--- src/verilog/adcs_cfg.svh ---
`ifndef ADCS_CFG_SVH
`define ADCS_CFG_SVH

// clock and instruction cycle timing
`define ADCS_CLK_PERIOD_NS 25
`define ADCS_INSTR_CYCLE_NS 8380
// cycles per instruction cycle: longest time, rounded down
`define ADCS_CYC_PER_INSTR ((`ADCS_INSTR_CYCLE_NS) / (`ADCS_CLK_PERIOD_NS))
`define ADCS_PHASE_W 9
`define ADCS_PHASE_LAST (9'((`ADCS_CYC_PER_INSTR) - 1))
// strobe high for the first half of the instruction cycle, falls at the midpoint
`define ADCS_STROBE_FALL (9'((`ADCS_CYC_PER_INSTR) / 2))
// sample window: setup 0.20 and hold 0.10 of an instruction cycle, in hundredths
`define ADCS_SETUP_HUNDREDTHS 20
`define ADCS_HOLD_HUNDREDTHS 10
`define ADCS_SETUP_CYC (9'(((`ADCS_CYC_PER_INSTR) * (`ADCS_SETUP_HUNDREDTHS)) / 100))
`define ADCS_HOLD_CYC (9'(((`ADCS_CYC_PER_INSTR) * (`ADCS_HOLD_HUNDREDTHS)) / 100))
`define ADCS_WIN_OPEN (9'((`ADCS_STROBE_FALL) - (`ADCS_SETUP_CYC)))
`define ADCS_WIN_CLOSE (9'((`ADCS_STROBE_FALL) + (`ADCS_HOLD_CYC)))
// conversion takes four instruction cycles
`define ADCS_CONV_CYCLES 3'h4
// instruction lengths in instruction cycles
`define ADCS_SELECT_CYCLES 2'h1
`define ADCS_READ_CYCLES 2'h2
// data widths and reset values
`define ADCS_DATA_W 8
`define ADCS_RESULT_RESET 8'h00
`define ADCS_PC_W 12
`define ADCS_PC_RESET 12'h000

`endif

--- src/verilog/adcs_pkg.sv ---
package adcs_pkg;

  // converter input selection
  typedef enum logic [1:0] {
    ADCS_CH_ZERO = 2'b01,
    ADCS_CH_ONE = 2'b10
  } adcs_chan_t;

  // instruction sequencing state
  typedef enum logic [2:0] {
    ADCS_ST_IDLE = 3'b001,
    ADCS_ST_READ = 3'b010,
    ADCS_ST_DONE = 3'b100
  } adcs_state_t;

  typedef struct packed {
    adcs_state_t state;
    adcs_chan_t chan;
    logic [8:0] phase;
    logic [2:0] conv_cnt;
    logic [7:0] sample;
    logic sampled;
    logic [7:0] result;
    logic [7:0] acc_data;
    logic acc_load;
    logic instr_done;
    logic [1:0] busy_cnt;
    logic strobe;
    logic window;
    logic [11:0] pc_start;
    logic start_pc;
    logic chan_one;
  } adcs_state_s_t;

endpackage

--- src/verilog/adcs_sequencer.sv ---
`timescale 1ns/10ps
`include "adcs_cfg.svh"

// Summary of operation
// two selectable input channels, each converted to an 8-bit unsigned code.
// channel-zero select makes input zero the source until changed.
// channel-one select makes input one the source until changed.
// sampling window opens 0.20 cycle before strobe fall, closes 0.10 after.
// address-latch strobe pulses high once per instruction cycle.
// select and read instructions leave processor status flags untouched.
// active-high reset gives a defined state; execution starts at address zero.
// read copies the result register to the accumulator; one byte, two cycles.
// each select is one byte and finishes in one instruction cycle.
// convert continuously; result register holds the latest finished value.
module adcs_sequencer (
  // clock and reset
  input wire logic clk,
  input wire logic rst_b,
  input wire logic cpu_reset,
  // converter commands from the core, one-cycle pulses
  input wire logic select_channel_zero_cmd,
  input wire logic select_channel_one_cmd,
  input wire logic read_conversion_result_cmd,
  // digitised analogue inputs
  input wire logic [7:0] analog_input_zero,
  input wire logic [7:0] analog_input_one,
  // answers to the core
  output logic [7:0] acc_data,
  output logic acc_load,
  output logic instr_done,
  // converter status
  output logic [7:0] conversion_result_reg,
  output logic channel_one_selected,
  output logic flags_write,
  // timing
  output logic address_latch_strobe,
  output logic sample_window,
  // program restart after a core reset
  output logic [11:0] start_pc,
  output logic start_pc_load
);

  adcs_pkg::adcs_state_s_t s_reg;
  adcs_pkg::adcs_state_s_t s_next;

  // last phase of an instruction cycle; the counter wraps on the next edge
  function automatic logic adcs_cycle_end(input logic [8:0] ph);
    adcs_cycle_end = (ph == `ADCS_PHASE_LAST);
  endfunction

  // shared arithmetic: wrap the phase counter at the instruction cycle end
  function automatic logic [8:0] adcs_phase_step(input logic [8:0] ph);
    adcs_phase_step = adcs_cycle_end(ph) ? 9'h000 : 9'(ph + 9'h001);
  endfunction

  // strobe level for a phase: high in the first half only
  function automatic logic adcs_strobe_level(input logic [8:0] ph);
    adcs_strobe_level = (ph < `ADCS_STROBE_FALL);
  endfunction

  // sample window around the strobe fall; open end inclusive, close end exclusive
  function automatic logic adcs_in_window(input logic [8:0] ph);
    adcs_in_window = (ph >= `ADCS_WIN_OPEN) && (ph < `ADCS_WIN_CLOSE);
  endfunction

  // source for the latched selection; anything but input one reads input zero
  function automatic logic [7:0] adcs_pick_source(
    input adcs_pkg::adcs_chan_t ch,
    input logic [7:0] in_zero,
    input logic [7:0] in_one
  );
    adcs_pick_source = (ch == adcs_pkg::ADCS_CH_ONE) ? in_one : in_zero;
  endfunction

  // last instruction cycle of a conversion span
  function automatic logic adcs_conv_last(input logic [2:0] cnt);
    adcs_conv_last = (cnt == 3'(`ADCS_CONV_CYCLES - 3'h1));
  endfunction

  // conversion span counter: counts instruction cycles, wraps after the last one
  function automatic logic [2:0] adcs_conv_step(input logic [2:0] cnt);
    adcs_conv_step = adcs_conv_last(cnt) ? 3'h0 : 3'(cnt + 3'h1);
  endfunction

  // cycle ends still owed by an instruction, one less than its length
  function automatic logic [1:0] adcs_count_down(input logic [1:0] cnt);
    adcs_count_down = 2'(cnt - 2'h1);
  endfunction

  // next-state logic for the whole block
  always_comb begin
    logic cycle_end;
    logic [7:0] src;
    // locals get a value first so no latch is inferred
    cycle_end = 1'b0;
    src = 8'h00;
    // one-cycle pulses drop unless set below
    s_next = s_reg;
    s_next.acc_load = 1'b0;
    s_next.instr_done = 1'b0;
    s_next.start_pc = 1'b0;
    // phase counter runs freely; no instruction stalls it
    cycle_end = adcs_cycle_end(s_reg.phase);
    s_next.phase = adcs_phase_step(s_reg.phase);

    // strobe high in the first half, one falling edge per cycle
    s_next.strobe = adcs_strobe_level(s_next.phase);
    // taken from the next phase so the registered window lines up with the phase
    s_next.window = adcs_in_window(s_next.phase);

    // pick the source per the latched selection
    src = adcs_pick_source(s_reg.chan, analog_input_zero, analog_input_one);
    // track the input through the window, hold the last value at close
    // a source that moves after the close is not seen until the next span
    if (s_reg.window && !s_reg.sampled) begin
      s_next.sample = src;
    end
    if (s_reg.window && !s_next.window) begin
      s_next.sampled = 1'b1;
    end

    // conversion spans four instruction cycles, then restarts
    // only the first window of a span is taken, so a result can lag by one span
    if (cycle_end) begin
      if (adcs_conv_last(s_reg.conv_cnt)) begin
        s_next.result = s_reg.sample;
        s_next.sampled = 1'b0;
      end
      s_next.conv_cnt = adcs_conv_step(s_reg.conv_cnt);
    end

    // instruction handling; selection persists until the next select or a core reset
    case (s_reg.state)
      adcs_pkg::ADCS_ST_IDLE: begin
        // zero wins over one, one over read, when pulses coincide
        if (select_channel_zero_cmd) begin
          s_next.chan = adcs_pkg::ADCS_CH_ZERO;
          s_next.busy_cnt = adcs_count_down(`ADCS_SELECT_CYCLES);
          s_next.state = adcs_pkg::ADCS_ST_DONE;
        end else if (select_channel_one_cmd) begin
          s_next.chan = adcs_pkg::ADCS_CH_ONE;
          s_next.busy_cnt = adcs_count_down(`ADCS_SELECT_CYCLES);
          s_next.state = adcs_pkg::ADCS_ST_DONE;
        end else if (read_conversion_result_cmd) begin
          s_next.busy_cnt = adcs_count_down(`ADCS_READ_CYCLES);
          s_next.state = adcs_pkg::ADCS_ST_READ;
        end
      end

      adcs_pkg::ADCS_ST_READ: begin
        // first cycle end closes the taking cycle, the second delivers the result
        // commands arriving meanwhile are dropped; the core never overlaps them
        if (cycle_end) begin
          if (s_reg.busy_cnt == 2'h0) begin
            // freshest value, even when a conversion finishes on this very edge
            s_next.acc_data = s_next.result;
            s_next.acc_load = 1'b1;
            s_next.state = adcs_pkg::ADCS_ST_DONE;
          end else begin
            s_next.busy_cnt = adcs_count_down(s_reg.busy_cnt);
          end
        end
      end

      adcs_pkg::ADCS_ST_DONE: begin
        // one-cycle completion pulse, then ready for the next command
        s_next.instr_done = 1'b1;
        s_next.state = adcs_pkg::ADCS_ST_IDLE;
      end

      default: begin
        // unused code: fall back to idle rather than hang
        s_next.state = adcs_pkg::ADCS_ST_IDLE;
      end
    endcase

    // status mirror of the selection, registered with it
    s_next.chan_one = (s_next.chan == adcs_pkg::ADCS_CH_ONE);

    // core reset: defined state, program restarts at zero
    // result and conversion timing run on, so a restart loses no sample
    if (cpu_reset) begin
      s_next.state = adcs_pkg::ADCS_ST_IDLE;
      s_next.chan = adcs_pkg::ADCS_CH_ZERO;
      s_next.chan_one = 1'b0;
      s_next.busy_cnt = 2'h0;
      s_next.acc_load = 1'b0;
      s_next.instr_done = 1'b0;
      s_next.pc_start = `ADCS_PC_RESET;
      s_next.start_pc = 1'b1;
    end
  end

  // state register
  // reset leaves the strobe high, matching phase zero
  always_ff @(posedge clk or negedge rst_b) begin
    if (!rst_b) begin
      s_reg <= '0;
      s_reg.state <= adcs_pkg::ADCS_ST_IDLE;
      s_reg.chan <= adcs_pkg::ADCS_CH_ZERO;
      s_reg.result <= `ADCS_RESULT_RESET;
      s_reg.strobe <= 1'b1;
    end else begin
      s_reg <= s_next;
    end
  end

  // read answer, straight from the state register
  assign acc_data = s_reg.acc_data;
  assign acc_load = s_reg.acc_load;
  assign instr_done = s_reg.instr_done;

  // converter status
  assign conversion_result_reg = s_reg.result;
  assign channel_one_selected = s_reg.chan_one;
  // none of these instructions touches a status flag, so the write never fires
  assign flags_write = 1'b0;

  // timing reference, usable as a clock by the rest of the chip
  assign address_latch_strobe = s_reg.strobe;
  assign sample_window = s_reg.window;

  // restart address after a core reset
  assign start_pc = s_reg.pc_start;
  assign start_pc_load = s_reg.start_pc;

endmodule

--- config.mk ---
export PLATFORM = sky130hd
export DESIGN_NAME = adcs_sequencer
export DESIGN_NICKNAME = d
export VERILOG_FILES = /design/src/verilog/adcs_pkg.sv /design/src/verilog/adcs_sequencer.sv
export VERILOG_INCLUDE_DIRS = /design/src /design/src/verilog
export SDC_FILE = /design/constraint.sdc
export NUM_CORES = 1
export LEC_CHECK = 0
export ABC_AREA = 1
export BUFFER_PORTS_ARGS = -buffer_cell sky130_fd_sc_hd__buf_2
export CAP_MARGIN = 20
export CORE_MARGIN = 3
export CORE_UTILIZATION = 54
export CTS_CLUSTER_DIAMETER = 40
export DETAILED_ROUTE_END_ITERATION = 8
export PLACE_DENSITY = 0.91
export SETUP_SLACK_MARGIN = 0.2
export SYNTH_ARGS = -nofsm -noshare
export SYNTH_HDL_FRONTEND = slang
export SYNTH_SLANG_ARGS = --single-unit
--- constraint.sdc ---
create_clock -name clk -period 2.5 [get_ports clk]
set_input_delay 0.5 -clock clk [delete_from_list [all_inputs] [get_ports clk]]
set_output_delay 0.5 -clock clk [all_outputs]
set_load 0.005 [all_outputs]
==> results.toml <==
[run_status]
run_status = "finished clean"

[timing]
max_slew_margin_pct = 41.85
rsz0062_at_grt = "false"
finalSetupViolCount = 0
post-route-period-util_pct = 80.12
worst_pin_slew_ps = 869.1
hold_violations = 0
setup_ws_ps = 497.1
clock.fmax_mhz = 499.3
finClkSkew_ps = 5.017
setup-tns-final_ps = 0
final.min_clock_period_ps = 2003
maxSlewViolCount = 0

[floorplanning]
dieHeight_um = 74.35
fp.dieW_um = 74.35
rows = 24
die_area_sq_um = 5527
start_util_pct = 56.76
core_sq_um = 4444
ioPinCount = 57

[drt]
ant_nets = 0
wl_um = 4577
detail_route.wl_per_cell_um = 12.37
dr.pass1.iters = 4
via_count = 1881
drc = 0
drt_iter0_markers = 80
viasPerCell = 5.084

[yosys]
ys.warnings.count = 0
synth_top_area_share_pct = 46.63
synth_top_area_cell = "dfrtp_1"
syn_inst = 285
syn-cell-area_sq_um = 2522
yosys-top-cells-area = "dfrtp_1, buf_4, nand2_1, inv_1, nor2_1"
ys_seq_area_share_pct = 49.75
ys_ff_latch = 50
syn_area_per_cell_sq_um = 8.851
synth_cell_type_count = 28

[power]
power_leakage_nw = 1.545
p_per_area_nw_per_um2 = 538.5
ir_drop_mv = 0.2783

[clocking]
cts_hold_repair.buffers = 0
tritoncts = "yes"
cts_root_buffer = "clkbuf_8"
clock-sinks = 50
cts_setup_buffers = 0
cts_made_buffers = 5
clk_path_buf_depth = 2
post_cts_resized = 0
clk_pin_slew_ps = 90
clk_latency_ps = 300
htree_levels = 2

[layout]
seq_area_sq_um = 1255
antenna_cells = 0
finalNetCount = 343
syn2layout_area_growth_pct = 8.333
layout-drive-gt1-share_pct = 22.33
fill_cells = 379
multi_input_area_sq_um = 913.4
largest_register_ffs = 28
post-route-util_pct = 61.49

[grt]
busiest_layer = "met2"
grt_max_degree = 51
grt_overflow = 0
grt_pass1_vias = 1786
grt_pass1_wl_um = 7514
grt_usage_pct = 17.76
met3_usage_pct = 4.189
antenna_found_initial = 0
use_met1_pct = 20.89
met2_usage_pct = 30.41

[critical_path]
crit_path_end_kind = "flop"
crit_fanout = 17
crit_type = "reg2reg"
cp.arrival_ps = 2200
critPathRequiredTime_ps = 2700
path_cells = "inv_1 > ha_1 > nand2_1 > nor2_1 > nand2_4 > clkinv_4 > nand2_4 > nor2_8 > nand2_1 > o21a_1 > mux2_2"
cpMaxStageDelayCell = "dfrtp_1"
max_stage_delay_ps = 430
cp-start-kind = "flop"

[placement]
dp_slack_ps = 507.1
numPortBuffers = 43
dp_hpwl_um = 3531
globalplace.congestion = 0.9542

[run]
cap_violations = 0

[min_path]
hold_path_class = "in2async"
worst max-delay path, delay by kind of cell (launching register included):
family | cells | cell delay, ps
adders and majority gates | 1 | 160
buffers and inverters | 2 | 200
DFF | 1 | 430
and+or+nand+nor | 6 | 700
muxes | 1 | 260
AOI/OAI and AO/OA | 1 | 120
cell usage after synthesis:
cell and count:
nor3_1 2, dfrtp_1 47, nor2_8 1, buf_6 1, clkbuf_1 1, nand2_2 2
ha_1 4, nand2_4 2, nor2_4 1, mux2_2 8, buf_4 29, a211oi_1 1
clkinv_4 1, nand2_1 47, conb_1 1, inv_1 40, nor4_1 2, o21ai_0 18
o21bai_1 1, inv_2 2, o211ai_1 1, o22ai_1 8, dfstp_2 3, nor2_1 31
nand3_1 16, o21a_1 8, o31ai_1 2, a21oi_1 5
final timing paths:
check	startpoint	endpoint	slack [ps]	depth (start not counted)
worst max-delay path	s_reg[48]	acc_data[0]	500	11
worst min-delay path	rst_b	s_reg[37]	270	2
worst max register to register	s_reg[48]	acc_data[0]	500	11
worst min register to register	s_reg[60]	instr_done	460	1
max in group asynchronous	rst_b	s_reg[51]	1830	2
min in group clk	cpu_reset	start_pc_load	380	1
per-layer routing:
layer,vias up,share of wire [%],routed length (um)
met3,15,3.6,164
met5,-,0,0
met1,884,43,1957
met4,0,2.9,131
li1,933,-,-
met2,49,51,2323
through the flow:
| stage | area (sq um) | power, W | instances | hold WS, ps |
|---|---|---|---|---|
| 2_1_floorplan | 2567 | 0.0008999 | 297 | 204.4 |
| 3_3_place_gp | 2623 | 0.0009275 | 362 | 443.3 |
| 3_5_place_dp | 2623 | 0.0009328 | 362 | 452.5 |
| 4_1_cts | 2733 | 0.001484 | 370 | 297.1 |
| 5_1_grt | 2733 | 0.001523 | 370 | 337.5 |
| 6_report | 2733 | 0.001471 | 370 | 271.0 |
report_power, final:
group	switching [W]	internal [W]	leakage (nW)
clock network	0.000257	0.000298	0.0514
registers	0.00000541	0.000822	0.627
logic	0.0000594	0.0000284	0.866
total	0.000322	0.00115	1.54
layout by cell type (no fill, tap or decap), types with 3 or more instances in the layout:
cell type	n
ha_1	4
clkbuf_8	5
inv_1	40
buf_2	43
o21ai_0	18
mux2_2	8
a21oi_1	5
nand3_1	16
dfrtp_1	47
nand2_1	47
dfstp_2	3
conb_1	13
nor2_1	31
o22ai_1	8
o21a_1	8
layout make-up:
| cell class | count | area share (%) |
|---|---|---|
| clock buffers | 6 | 2.656 |
| clock inverters | 2 | 1.374 |
| inverters | 43 | 6.090 |
| multi-input cells | 173 | 33.42 |
| flip-flops and latches | 50 | 45.92 |
| well taps | 52 | 2.381 |
| repair buffers | 44 | 8.150 |
kinds of logic after synthesis:
family / count (synthesis) / synth area share (%)
buffers and inverters: 74 / 15.82
AOI/OAI and AO/OA: 44 / 10.42
muxes: 8 / 3.572
adders and majority gates: 4 / 1.984
DFF: 50 / 49.75
other: 1 / 0.1487
and+or+nand+nor: 104 / 18.30
(Power assumes the default switching activity.)
